`config.mk`:
```
export PLATFORM = sky130hd
export DESIGN_NAME = sal_host_flat
export DESIGN_NICKNAME = d
export VERILOG_FILES = /design/src/design/sal_pkg.sv /design/src/design/sal_if.sv /design/src/design/sal_host.sv /design/src/flat_wrapper.sv
export SDC_FILE = /design/constraint.sdc
export NUM_CORES = 1
export LEC_CHECK = 0
export ABC_AREA = 0
export ABC_CLOCK_PERIOD_IN_PS = 2100
export BUFFER_PORTS_ARGS = -buffer_cell sky130_fd_sc_hd__clkbuf_2
export CAP_MARGIN = 10
export CORE_MARGIN = 1.5
export CORE_UTILIZATION = 49
export CTS_BUF_LIST = sky130_fd_sc_hd__clkbuf_4 sky130_fd_sc_hd__clkbuf_8 sky130_fd_sc_hd__clkbuf_16
export DETAILED_ROUTE_END_ITERATION = 16
export GPL_ROUTABILITY_DRIVEN = 0
export GPL_TIMING_DRIVEN = 1
export PLACE_DENSITY_LB_ADDON = 0.25
export SLEW_MARGIN = 15
export SYNTH_ARGS = -nofsm -noshare
export SYNTH_HDL_FRONTEND = slang
export SYNTH_SLANG_ARGS = --single-unit
```
`constraint.sdc`:
```
create_clock -name mclk -period 2.1 [get_ports mclk]
set_input_delay 0.525 -clock mclk [delete_from_list [all_inputs] [get_ports mclk]]
set_output_delay 0.525 -clock mclk [all_outputs]
set_load 0.1 [all_outputs]
```
`src/design/sal_pkg.sv`:
```
// Purpose: shared constants for the serial attenuator word loader
// Assumes: mclk at 20 MHz, link clock sampled as a plain input
// Notes: all counts in mclk cycles derived from printed times
package sal_pkg;
  localparam int unsigned SAL_MCLK_HZ = 20_000_000;
  localparam int unsigned SAL_MCLK_NS = 1_000_000_000 / SAL_MCLK_HZ;
  localparam int unsigned SAL_WORD_W = 8;
  // least clock phase and latch pulse width, rounded up
  localparam int unsigned SAL_PHASE_MIN_NS = 30;
  localparam int unsigned SAL_STB_PW_MIN_NS = 30;
  localparam int unsigned SAL_STB_SU_MIN_NS = 10;
  localparam int unsigned SAL_PHASE_CYC = (SAL_PHASE_MIN_NS + SAL_MCLK_NS - 1) / SAL_MCLK_NS;
  localparam int unsigned SAL_STB_PW_CYC = (SAL_STB_PW_MIN_NS + SAL_MCLK_NS - 1) / SAL_MCLK_NS;
  localparam int unsigned SAL_STB_SU_CYC = (SAL_STB_SU_MIN_NS + SAL_MCLK_NS - 1) / SAL_MCLK_NS;
  // host clock divider: half period in mclk cycles, 10 MHz max
  localparam int unsigned SAL_SCLK_MAX_HZ = 10_000_000;
  localparam int unsigned SAL_HALF_CYC_MIN = SAL_MCLK_HZ / (2 * SAL_SCLK_MAX_HZ);
  localparam int unsigned SAL_HALF_CYC = 2;
  // power-up word: 31.75 dB, top bit zero
  localparam logic [7:0] SAL_WORD_RST = 8'h7F;
  localparam logic [7:0] SAL_WORD_MAX = 8'h7F;
  // host register map (word-indexed byte addresses)
  localparam logic [3:0] SAL_REG_CTRL = 4'h0;
  localparam logic [3:0] SAL_REG_WORD = 4'h4;
  localparam logic [3:0] SAL_REG_STAT = 4'h8;
  localparam logic [3:0] SAL_REG_APPLIED = 4'hC;
  localparam int unsigned SAL_CTRL_GO = 0;
  localparam int unsigned SAL_CTRL_PD = 1;
  localparam int unsigned SAL_STAT_BUSY = 0;
  localparam int unsigned SAL_STAT_PD = 1;
endpackage

```
`src/design/sal_if.sv`:
```
// Purpose: three-wire serial link plus power-down between host and device
// Assumes: all signals single-driven by the host
// Notes: no clocking block; the bench joins both ends
`timescale 1ns/100ps
interface sal_if;
  logic ser_data; // serial data, lsb first
  logic ser_clk; // serial clock, made by host
  logic latch_load_strobe; // high makes latch transparent
  logic pwr_down; // high disables amplifiers
  modport host (output ser_data, output ser_clk, output latch_load_strobe, output pwr_down);
  modport dev (input ser_data, input ser_clk, input latch_load_strobe, input pwr_down);
endinterface

```
`src/design/sal_host.sv`:
```
// Purpose: host end: loads attenuation words over the three-wire link
// Assumes: plain register port, read data one cycle after read strobe
// Notes: serial clock derived from mclk; 2 mclk per phase gives 5 MHz
`timescale 1ns/100ps
module sal_host
  import sal_pkg::*;
#(
  parameter int unsigned HALF_CYC = SAL_HALF_CYC
) (
  input wire logic mclk, // clock
  input wire logic sys_rst, // sync reset, active high
  input wire logic [3:0] reg_addr, // register byte address
  input wire logic [31:0] reg_wdata, // write data
  input wire logic reg_wr, // write strobe
  input wire logic reg_rd, // read strobe
  output logic [31:0] reg_rdata, // read data, cycle after strobe
  sal_if.host link // serial link to device
);
  if (HALF_CYC < SAL_HALF_CYC_MIN || HALF_CYC < SAL_PHASE_CYC
      || HALF_CYC > 255) begin : g_bad_half
    $error("sal_host: HALF_CYC out of range");
  end
  localparam logic [7:0] HALF_M1 = 8'(HALF_CYC - 1);
  localparam logic [7:0] PW_M1 =
    8'(SAL_STB_PW_CYC > HALF_CYC ? SAL_STB_PW_CYC - 1 : HALF_CYC - 1);
  localparam logic [7:0] SU_M1 =
    8'(SAL_STB_SU_CYC > HALF_CYC ? SAL_STB_SU_CYC - 1 : HALF_CYC - 1);

  typedef enum {ST_IDLE, ST_LOW, ST_HIGH, ST_SETUP, ST_LATCH} sal_hst_e_t;
  typedef struct packed {
    sal_hst_e_t fsm;
    logic [7:0] tmr;
    logic [2:0] bitn;
    logic [7:0] word;
    logic [7:0] sent;
    logic pd;
    logic sdat;
    logic sclk;
    logic stb;
    logic [31:0] rdata;
  } sal_hst_st_t;
  sal_hst_st_t st_q, st_d;

  //------------------------------------------------------------
  // register port and serial sequencer
  //------------------------------------------------------------
  always_comb begin
    st_d = st_q;
    st_d.rdata = 32'h0000_0000;
    if (st_q.tmr != 8'h00) begin
      st_d.tmr = st_q.tmr - 8'h01;
    end
    if (reg_rd) begin
      if (reg_addr == SAL_REG_CTRL) begin
        st_d.rdata = {30'h0, st_q.pd, 1'b0};
      end else if (reg_addr == SAL_REG_WORD) begin
        st_d.rdata = {24'h00_0000, st_q.word};
      end else if (reg_addr == SAL_REG_STAT) begin
        st_d.rdata = {30'h0, st_q.pd, st_q.fsm != ST_IDLE};
      end else if (reg_addr == SAL_REG_APPLIED) begin
        st_d.rdata = {24'h00_0000, st_q.sent};
      end
    end
    if (reg_wr) begin
      if (reg_addr == SAL_REG_WORD) begin
        st_d.word = {1'b0, reg_wdata[6:0]};
      end else if (reg_addr == SAL_REG_CTRL) begin
        st_d.pd = reg_wdata[SAL_CTRL_PD];
      end
    end
    case (st_q.fsm)
      ST_IDLE: begin
        if (reg_wr && reg_addr == SAL_REG_CTRL && reg_wdata[SAL_CTRL_GO]) begin
          st_d.fsm = ST_LOW;
          st_d.bitn = 3'h0;
          st_d.stb = 1'b0;
          st_d.sdat = st_q.word[0];
          st_d.tmr = HALF_M1;
        end
      end
      ST_LOW: begin
        if (st_q.tmr == 8'h00) begin
          st_d.sclk = 1'b1;
          st_d.fsm = ST_HIGH;
          st_d.tmr = HALF_M1;
        end
      end
      ST_HIGH: begin
        if (st_q.tmr == 8'h00) begin
          st_d.sclk = 1'b0;
          if (st_q.bitn == 3'h7) begin
            st_d.fsm = ST_SETUP;
            st_d.tmr = SU_M1;
          end else begin
            st_d.bitn = st_q.bitn + 3'h1;
            st_d.sdat = st_q.word[st_q.bitn + 3'h1];
            st_d.fsm = ST_LOW;
            st_d.tmr = HALF_M1;
          end
        end
      end
      ST_SETUP: begin
        if (st_q.tmr == 8'h00) begin
          st_d.stb = 1'b1;
          st_d.fsm = ST_LATCH;
          st_d.tmr = PW_M1;
        end
      end
      ST_LATCH: begin
        if (st_q.tmr == 8'h00) begin
          st_d.stb = 1'b0;
          st_d.sent = st_q.word;
          st_d.fsm = ST_IDLE;
        end
      end
      default: st_d.fsm = ST_IDLE;
    endcase
  end

  always_ff @(posedge mclk) begin
    if (sys_rst) begin
      st_q.fsm <= ST_IDLE;
      st_q.tmr <= 8'h00;
      st_q.bitn <= 3'h0;
      st_q.word <= SAL_WORD_MAX;
      st_q.sent <= SAL_WORD_RST;
      st_q.pd <= 1'b0;
      st_q.sdat <= 1'b0;
      st_q.sclk <= 1'b0;
      st_q.stb <= 1'b0;
      st_q.rdata <= 32'h0000_0000;
    end else begin
      st_q <= st_d;
    end
  end

  assign reg_rdata = st_q.rdata;
  assign link.ser_data = st_q.sdat;
  assign link.ser_clk = st_q.sclk;
  assign link.latch_load_strobe = st_q.stb;
  assign link.pwr_down = st_q.pd;
endmodule // sal_host

```
`src/flat_wrapper.sv`:
```
// flat-port wrapper written by rule: the top's interface ports become plain ports
module sal_host_flat import sal_pkg::*;
#(
  parameter int unsigned HALF_CYC = SAL_HALF_CYC
)
  (mclk, sys_rst, reg_addr, reg_wdata, reg_wr, reg_rd, reg_rdata, link_ser_data, link_ser_clk, link_latch_load_strobe, link_pwr_down);
  sal_if link_i ();
  input wire logic mclk;
  input wire logic sys_rst;
  input wire logic [3:0] reg_addr;
  input wire logic [31:0] reg_wdata;
  input wire logic reg_wr;
  input wire logic reg_rd;
  output logic [31:0] reg_rdata;
  output wire logic [$bits(link_i.ser_data)-1:0] link_ser_data;
  output wire logic [$bits(link_i.ser_clk)-1:0] link_ser_clk;
  output wire logic [$bits(link_i.latch_load_strobe)-1:0] link_latch_load_strobe;
  output wire logic [$bits(link_i.pwr_down)-1:0] link_pwr_down;
  assign link_ser_data = link_i.ser_data;
  assign link_ser_clk = link_i.ser_clk;
  assign link_latch_load_strobe = link_i.latch_load_strobe;
  assign link_pwr_down = link_i.pwr_down;
  sal_host #(.HALF_CYC(HALF_CYC)) u_core (.mclk(mclk), .sys_rst(sys_rst), .reg_addr(reg_addr), .reg_wdata(reg_wdata), .reg_wr(reg_wr), .reg_rd(reg_rd), .reg_rdata(reg_rdata), .link(link_i));
endmodule
```
==> impl_metrics.py, run 1 <==
metrics = {
    "global_route": {
        "antenna_found_initial": 0,
        "overflow": 0,
        "grt_pass1_vias": 1472,
        "grt_pass1_wl_um": 6860,
        "track_usage": 0.203,
        "grt_max_degree": 32,
    },
    "logic_synthesis": {
        "synthAdderAreaFrac": 0.0302,
        "synth_area_leaders": "dfxtp_1 (38%), buf_4 (12%), a211o_1 (5.9%)",
        "synth_async_sr_flop_share": 0,
        "muxShareOfSynthArea": 0.0544,
        "synthTopCellsByCount": "dfxtp_1 (39), buf_4 (32), nor2_1 (24), inv_1 (16), a211o_1 (14)",
        "synth_top_cell_area_share": 0.377,
        "synth_area_leader_cell": "dfxtp_1",
        "ys_seq_area_frac": 0.377,
        "yosys.area_share.simple": 0.183,
        "ys.warnings.count": 0,
        "syn_area_sq_um": 2070,
        "ys_seq_elements": 39,
        "synthFlopType": "dfxtp_1",
        "synth_top_family_by_area": "simple AND/OR/NAND/NOR gates",
        "synthCells": 231,
        "avgSynthCellArea_sq_um": 8.95,
        "synth.distinct_cells": 48,
        "synth_edf_count": 0,
        "synth_compound_area_frac": 0.158,
        "yosysMostFrequentCell": "dfxtp_1",
        "synthXorXnorAreaFrac": 0.0212,
    },
    "routing": {
        "first_pass_iters": 4,
        "vias_per_cell": 5.22,
        "drcViolationCount": 0,
        "wl_per_cell_um": 13.2,
        "drt-initial-drc-count": 86,
        "totalWireLength_um": 4000,
        "vias": 1586,
        "ant_nets": 0,
    },
    "floorplan": {
        "start_util": 0.513,
        "core_sq_um": 4030,
        "dieArea_sq_um": 4620,
        "fp.dieH_um": 68.0,
        "placementRows": 23,
        "dieWidth_um": 68.0,
        "io_pins": 76,
    },
    "placed_design": {
        "port_buffers": 25,
        "dp_hpwl_um": 2940,
    },
    "power": {
        "ir_drop_mv": 0.458,
        "finalPower_mw": 2.27,
        "leakage_nw": 1.05,
        "p_per_area_nw_per_um2": 1020,
    },
    "timing": {
        "max_slew_margin": 0.641,
        "final.setup_skew_ns": 0.00212,
        "finalCritPeriodShare": 0.895,
        "rsz0062_at_grt": "false",
        "slew_violations": 0,
        "finalCriticalPeriod_ns": 1.88,
        "finalHoldViolations": 0,
        "tightestPinTransition_ns": 0.541,
        "fmax_mhz": 532,
        "tns_ns": 0,
        "finalSetupViolCount": 0,
    },
    "critical_path": {
        "setup.worst_path.class": "reg -> reg",
        "cp_max_fo": 9,
        "end_kind": "flop",
        "critPathRequiredTime_ns": 2.30,
        "critPathArrivalTime_ns": 2.08,
        "critPathLaunchType": "flop",
    },
    "clocking": {
        "clock_latency_ns": 0.29,
        "h-tree-depth": 2,
        "cts_buffer_depth": 2,
        "clock_sinks": 39,
        "numCtsBuffers": 5,
        "root_buffer": "clkbuf_8",
        "clk_pin_slew_ns": 0.07,
        "cts_tree": "built",
        "hold_buffers": 0,
    },
    "cells_and_area": {
        "multi_input_area_sq_um": 1020,
        "final_core_util": 0.551,
        "final_nets": 299,
        "n_antenna_cell": 0,
        "n_fill_cell": 392,
        "final_layout_size_suffix_gt1_frac": 0.197,
        "layout-area-overhead-vs-synth_pct": 7.32,
        "ff_latch_area_sq_um": 781,
    },
    "status": {
        "status": "completed",
    },
    "flow_run": {
        "maxCapViolCount": 0,
    },
    "hold_path": {
        "hold_path_class": "reg -> reg",
    },
}
==> cell families after synthesis <==
logic type                 after synthesis
AOI/OAI and AO/OA                       44
xor gates and xnor gates                 5
adders and majority gates                5
buffers and inverters                   60
DFF                                     39
muxes                                   10
other                                    1
and+or+nand+nor                         67
==> worst max-delay path, stage by stage (launching register included) <==
cell	delay, ns
dfxtp_1	0.34
inv_1	0.08
ha_1	0.14
nor3b_1	0.22
and2_2	0.29
inv_6	0.07
or3_4	0.40
o32ai_1	0.24
==> flip-flops by register name (all words and copies together), names as in the netlist <==
name / flops
u_core.link.latch_load_strobe: 1
u_core.link.ser_clk: 1
u_core.link.ser_data: 1
u_core.link.pwr_down: 1
u_core.st_q: 28
u_core.reg_rdata: 7
==> worst paths after layout <==
kind / startpoint / end / slack (ns) / depth (start not counted)
worst max-delay path: u_core.st_q[55] / u_core.st_q[53] / 0.22 / 7
worst min-delay path: u_core.st_q[36] / u_core.st_q[36] / 0.46 / 1
worst max register to register: u_core.st_q[55] / u_core.st_q[53] / 0.22 / 7
worst min register to register: u_core.st_q[36] / u_core.st_q[36] / 0.46 / 1
==> layout make-up <==
| type | instances | share of cell area |
|---|---|---|
| multi-input cells | 156 | 0.459 |
| flip-flops and latches | 39 | 0.352 |
| repair buffers | 35 | 0.0902 |
| clock buffers | 6 | 0.0372 |
| inverters | 17 | 0.0310 |
| well taps | 50 | 0.0282 |
| clock inverters | 1 | 0.00225 |
==> routing by layer <==
metal / wire, um / up-vias / GRT usage
li1: - / 795 / -
met1: 1980 / 735 / 0.274
met2: 1700 / 50 / 0.307
met3: 239 / 6 / 0.0510
met4: 85 / 0 / 0.0850
met5: 0 / - / 0
==> where the power goes <==
group / internal, mW / leakage, nW / switching, mW / total, mW
Sequential: 0.820 / 0.317 / 0.0947 / 0.914
Combinational: 0.306 / 0.684 / 0.543 / 0.848
Clock: 0.258 / 0.0470 / 0.251 / 0.508
==> placed cells by master, fill, tap and decap left out, types with 8 or more instances in the layout <==
master and n:
dfxtp_1 39, conb_1 25, clkbuf_2 25, nor2_1 24
inv_1 16, a211o_1 14, buf_4 10, mux2i_1 9
a21oi_1 8
==> per-stage QoR <==
step                      hold WS, ns  setup WS, ns  cell area [sq um]  cells
after floorplan                 0.435         0.211               2160    255
after global placement          0.442         0.163               2130    297
after CTS                       0.467         0.108               2220    304
final                           0.464         0.221               2220    304
after global routing            0.477        0.0354               2220    304
after detailed placement        0.449         0.135               2130    297
==> what timing repair did <==
| item | in CTS | in global routing |
|---|---|---|
| setup buffers | 0 | 0 |
| resized for setup | 0 | 1 |
| endpoints found under the setup margin | 0 | 3 |
(Power assumes the default switching activity.)
==> run 2: changes to the inputs <==
- ABC_CLOCK_PERIOD_IN_PS: 2100 -> 1640
- CORE_UTILIZATION: 49 -> 44
- clock period: 2.1 -> 1.64 ns (I/O delays scaled with it)
==> run 2 against run 1 <==
  * Sequential share of layout area is 4.5 points lower
  * The flow now finishes with violations (DRC, setup timing)
  * First-iteration DRC count is 4.7% higher
  * Clock skew is 0.00058 ns higher
  * Clock power is 42% higher
  * Non-clock buffer count is 21 higher
  * Setup slack worse by 0.28 ns
  * Power is 47% higher
  * Critical endpoint is now u_core.link.ser_data
  * Die area is 11% higher
  * Final cell count is 7.9% higher
  * Via count is 5.9% higher
==> impl_metrics.py, run 2 (synthesized netlist as in run 1, its figures left out) <==
metrics = {
    "timing": {
        "final.setup_skew_ns": 0.00270,
        "tns_ns": -0.0581,
        "max_slew_margin": 0.641,
        "finalCriticalPeriod_ns": 1.70,
        "fmax_mhz": 589,
        "tightestPinTransition_ns": 0.541,
        "setup_slack_ns": -0.0581,
        "finalCritPeriodShare": 1.04,
        "slew_violations": 0,
        "rsz0062_at_grt": "true",
        "finalSetupViolCount": 1,
        "finalHoldViolations": 0,
    },
    "floorplan": {
        "fp.dieH_um": 71.6,
        "dieArea_sq_um": 5120,
        "start_util": 0.465,
        "io_pins": 76,
        "placementRows": 24,
        "dieWidth_um": 71.6,
        "core_sq_um": 4440,
    },
    "power": {
        "p_per_area_nw_per_um2": 1300,
        "p_switching_mw": 1.26,
        "leakage_nw": 1.18,
        "ir_drop_mv": 0.876,
        "p_int_mw": 2.07,
        "seq_power_share": 0.350,
        "power_frac_comb": 0.432,
        "pwr-share-clk": 0.217,
        "power_switching_share": 0.378,
    },
    "routing": {
        "ant_nets": 0,
        "vias": 1680,
        "wl_per_cell_um": 13.5,
        "drcViolationCount": 1,
        "totalWireLength_um": 4440,
        "drt-initial-drc-count": 90,
        "first_pass_iters": 12,
        "top_layer": "met4",
        "vias_per_cell": 5.12,
        "wl_met3_um": 168,
        "wl_met2_um": 2050,
        "m1WireLength_um": 2150,
    },
    "clocking": {
        "hold_buffers": 0,
        "clock_latency_ns": 0.29,
        "h-tree-depth": 2,
        "cts_tree": "built",
        "cts_buffer_depth": 2,
        "clock_sinks": 39,
        "clk_pin_slew_ns": 0.08,
        "root_buffer": "clkbuf_8",
        "numCtsBuffers": 5,
    },
    "global_route": {
        "antenna_found_initial": 0,
        "grt_pass1_vias": 1480,
        "overflow": 0,
        "grt_pass1_wl_um": 7090,
        "grt_max_degree": 31,
        "track_usage": 0.178,
    },
    "cells_and_area": {
        "final_cell_mix": "dfxtp_1 (34), buf_4 (30), conb_1 (25), clkbuf_2 (23), nor2_1 (17)",
        "final_area_sq_um": 2560,
        "largest-register": "u_core.st_q",
        "largest_reg_flops": 28,
        "layout-area-overhead-vs-synth_pct": 24.0,
        "final_layout_size_suffix_gt1_frac": 0.355,
        "final_common_cell": "dfxtp_1",
        "n_antenna_cell": 0,
        "final_nets": 320,
    },
    "critical_path": {
        "end_kind": "flop",
        "cp_max_fo": 2,
        "setup.worst_path.class": "reg -> reg",
        "critPathRequiredTime_ns": 1.81,
        "critPathArrivalTime_ns": 1.86,
        "rrSetupSlack_ns": -0.06,
        "r2r-start": "u_core.st_q[52]",
        "critPathLaunchType": "flop",
        "crit_path_start": "u_core.st_q[52]",
    },
    "placed_design": {
        "place_ws_ns": -0.146,
        "dpl-instance-area_sq_um": 2350,
        "dp_hpwl_um": 3030,
        "port_buffers": 25,
    },
    "hold_path": {
        "hp-start": "reg_wdata[1]",
        "hold_path_class": "in -> reg",
    },
    "flow_run": {
        "maxCapViolCount": 0,
    },
    "status": {
        "violations": "DRC, setup timing",
        "status": "finished with violations",
    },
}
run 2: changes by cell type in the layout (fill, tap and decap cells not counted), moves of 5 or more:
cell	change
dfxtp_1	-5
nor2_2	+6
nor2_1	-7
dfxtp_2	+5
buf_4	+20
run 2: power by group through the flow:
stage / logic (mW) / clock network, mW / registers (mW)
after floorplan: 0.949 / 0 / 1.18
after global placement: 1.30 / 0 / 1.16
after detailed placement: 1.30 / 0 / 1.16
after CTS: 1.35 / 0.749 / 1.14
after global routing: 1.56 / 0.782 / 1.18
final: 1.44 / 0.723 / 1.17
run 2: final timing paths:
| path | endpoint | cells after the start |
|---|---|---|
| setup / recovery | u_core.link.ser_data | 5 |
| hold / removal | u_core.link.pwr_down | 3 |
| setup reg to reg | u_core.link.ser_data | 5 |
| hold reg to reg | u_core.st_q[38] | 1 |
run 2: metrics by stage:
| step | power, mW | util | std cells | hold WS [ns] |
|---|---|---|---|---|
| finish | 3.33 | 0.577 | 328 | 0.374 |
| global route | 3.53 | 0.577 | 328 | 0.388 |
| CTS | 3.24 | 0.555 | 325 | 0.363 |
| detailed placement | 2.47 | 0.528 | 317 | 0.452 |
| global placement | 2.47 | 0.528 | 317 | 0.443 |
| floorplan | 2.13 | - | 255 | 0.435 |
run 2: cell type report:
type	count	area (sq um)
Multi-Input combinational cell	156	1140
Clock inverter	1	7.51
Fill cell	414	1880
Tap cell	52	65.1
Sequential cell	39	787
Timing Repair Buffer	56	397
Inverter	17	68.8
Clock buffer	7	96.3
run 2: critical path, cell delays in order, from the launching register on:
cell	delay (ns)
dfxtp_2	0.34
ha_4	0.27
mux4_2	0.49
and2_4	0.15
a211oi_2	0.22
o32ai_1	0.10
run 2: timing repair:
action                                  CTS  global route
gates cloned                              0             1
setup buffers                             0             2
pin swaps                                 0            14
gates resized for setup                   6            20
hold endpoints to repair                  0             0
endpoints found under the setup margin    9            15
run 2: metal layers:
metal | vias to the layer above | GRT usage
li1 | 841 | -
met1 | 788 | 0.246
met2 | 45 | 0.273
met3 | 6 | 0.0422
met4 | 0 | 0.0629
met5 | - | 0
==> run 3: changes to the inputs <==
- ABC_CLOCK_PERIOD_IN_PS: 1640 -> 2200
- CELL_PAD_IN_SITES_DETAIL_PLACEMENT: default -> 1
- CELL_PAD_IN_SITES_GLOBAL_PLACEMENT: default -> 1
- CORE_UTILIZATION: 44 -> 38
- clock period: 1.64 -> 2.2 ns (I/O delays scaled with it)
==> run 3 against run 2 <==
  * The run now ends clean
  * Critical path depth grew 2
  * Global-route usage shrank 1.2 points
  * Design area shrank 13%
  * Sequential cell count is the same
  * Utilization shrank 15 points
  * Clock-buffer cell count shrank 2
  * Critical path type unchanged
  * Largest power group is now registers
  * Highest routed layer unchanged
==> impl_metrics.py, run 3 (synthesized netlist as in run 1, its figures left out) <==
metrics = {
    "clocking": {
        "root_buffer": "clkbuf_8",
        "cts_buffer_depth": 2,
        "clock_sinks": 39,
        "cts_setup_buffers": 0,
        "cts_tree": "built",
        "h-tree-depth": 2,
        "numCtsBuffers": 5,
        "clk_pin_slew_ns": 0.08,
        "clock_latency_ns": 0.30,
    },
    "cells_and_area": {
        "final_cell_mix": "dfxtp_1 (39), conb_1 (25), clkbuf_2 (25), nor2_1 (24), inv_1 (16)",
        "largest_reg_flops": 28,
        "final_common_cell": "dfxtp_1",
        "layout-area-overhead-vs-synth_pct": 7.86,
        "largest-register": "u_core.st_q",
        "n_antenna_cell": 0,
        "final_nets": 296,
        "final_core_util": 0.431,
        "final_layout_size_suffix_gt1_frac": 0.190,
    },
    "routing": {
        "top_layer": "met4",
        "vias_per_cell": 4.97,
        "vias": 1600,
        "ant_nets": 0,
        "totalWireLength_um": 4480,
        "drt-initial-drc-count": 75,
        "first_pass_iters": 4,
        "m1WireLength_um": 2150,
        "wl_met3_um": 184,
        "drcViolationCount": 0,
        "wl_met2_um": 2100,
        "wl_per_cell_um": 13.9,
    },
    "global_route": {
        "grt_pass1_vias": 1594,
        "antenna_found_initial": 0,
        "overflow": 0,
        "grt_max_degree": 29,
        "grt_pass1_wl_um": 7770,
        "track_usage": 0.166,
    },
    "critical_path": {
        "critPathArrivalTime_ns": 2.07,
        "critPathLaunchType": "flop",
        "rrSetupSlack_ns": 0.33,
        "cp_max_fo": 9,
        "crit_slowest_cell": "or3_4",
        "r2r_cells": 7,
        "rr_endpoint": "u_core.st_q[54]",
        "max_stage_delay_ns": 0.41,
        "worstPathCellList": "inv_1, ha_1, nor3b_2, and2_1, inv_6, or3_4, o32ai_1",
        "end_kind": "flop",
        "critPathRequiredTime_ns": 2.40,
        "setup.worst_path.class": "reg -> reg",
        "r2r-start": "u_core.st_q[55]",
    },
    "placed_design": {
        "dp_hpwl_um": 3320,
        "place_ws_ns": 0.216,
        "port_buffers": 25,
    },
    "power": {
        "ir_drop_mv": 0.374,
        "p_switching_mw": 0.889,
        "p_per_area_nw_per_um2": 964,
        "seq_power_share": 0.407,
        "power_switching_share": 0.414,
        "p_int_mw": 1.26,
        "leakage_nw": 1.03,
        "power_frac_comb": 0.358,
        "pwr-share-clk": 0.234,
        "finalPower_mw": 2.15,
    },
    "hold_path": {
        "hp-start": "u_core.st_q[41]",
        "hold_path_class": "reg -> reg",
        "hold_path_end": "u_core.st_q[41]",
        "min_delay_path_depth": 1,
    },
    "timing": {
        "max_slew_margin": 0.637,
        "finalCriticalPeriod_ns": 1.87,
        "finalHoldViolations": 0,
        "fmax_mhz": 536,
        "finalSetupViolCount": 0,
        "setup_slack_ns": 0.334,
        "finalCritPeriodShare": 0.848,
        "final.setup_skew_ns": 0.00475,
        "rsz0062_at_grt": "false",
        "tns_ns": 0,
        "slew_violations": 0,
        "tightestPinTransition_ns": 0.547,
    },
    "floorplan": {
        "dieWidth_um": 76.8,
        "core_sq_um": 5170,
        "placementRows": 26,
        "start_util": 0.400,
        "dieArea_sq_um": 5890,
        "io_pins": 76,
        "fp.dieH_um": 76.8,
    },
    "flow_run": {
        "maxCapViolCount": 0,
    },
    "status": {
        "status": "completed",
    },
}
==> run 3: changes by cell type in the layout (fill, tap and decap cells not counted), sizes merged <==
cell      delta
inv          +1
clkbuf       -1
clkinvlp     +1
buf         -25
==> run 3: area by class of cell <==
type,count,area (sq um)
clock inverters,3,23.8
well taps,70,87.6
multi-input cells,156,1020
clock buffers,5,68.8
fillers,641,2940
repair buffers,32,178
flip-flops and latches,39,781
inverters,17,68.8
==> run 3: timing repair <==
item | 4_1_cts | 5_1_grt
hold buffers | 0 | 0
endpoints found under the hold margin | 0 | 0
resized for setup | 0 | 1
setup endpoints to repair | 0 | 2
==> run 3: worst max path at each step <==
stage                          from              endpoint  slack [ns]
finish              u_core.st_q[55]       u_core.st_q[54]        0.33
global route        u_core.st_q[55]       u_core.st_q[63]        0.09
CTS                 u_core.st_q[55]       u_core.st_q[54]        0.18
detailed placement      reg_addr[1]  u_core.link.ser_data        0.22
global placement        reg_addr[1]  u_core.link.ser_data        0.24
floorplan               reg_addr[3]       u_core.st_q[44]        0.29
==> run 3: per-layer routing <==
metal / global-route usage / vias up
li1: - / 791
met1: 0.213 / 765
met2: 0.269 / 40
met3: 0.0417 / 4
met4: 0.0556 / 0
met5: 0 / -
==> run 3: critical path: cells and delay by family, from the launching register on <==
kind	cells	cell delay, ns
adder cells (fa/ha/maj)	1	0.14
AO/OA/AOI/OAI	1	0.25
buffers and inverters	2	0.17
AND/OR/NAND/NOR	3	0.88
flip-flops	1	0.34
==> run 3: per-stage QoR <==
stage / hold WS (ns) / instances / area, sq um
5_1_grt: 0.491 / 322 / 2230
2_1_floorplan: 0.435 / 255 / 2160
4_1_cts: 0.471 / 322 / 2230
3_5_place_dp: 0.452 / 314 / 2130
3_3_place_gp: 0.445 / 314 / 2130
6_report: 0.468 / 322 / 2230
==> run 3: power by group through the flow <==
| stage | registers (mW) | logic, mW | clock network, mW |
|---|---|---|---|
| final | 0.876 | 0.770 | 0.504 |
| after global routing | 0.887 | 0.871 | 0.556 |
| after CTS | 0.874 | 0.777 | 0.528 |
| after detailed placement | 0.890 | 0.771 | 0 |
| after global placement | 0.887 | 0.759 | 0 |
| after floorplan | 0.875 | 0.697 | 0 |
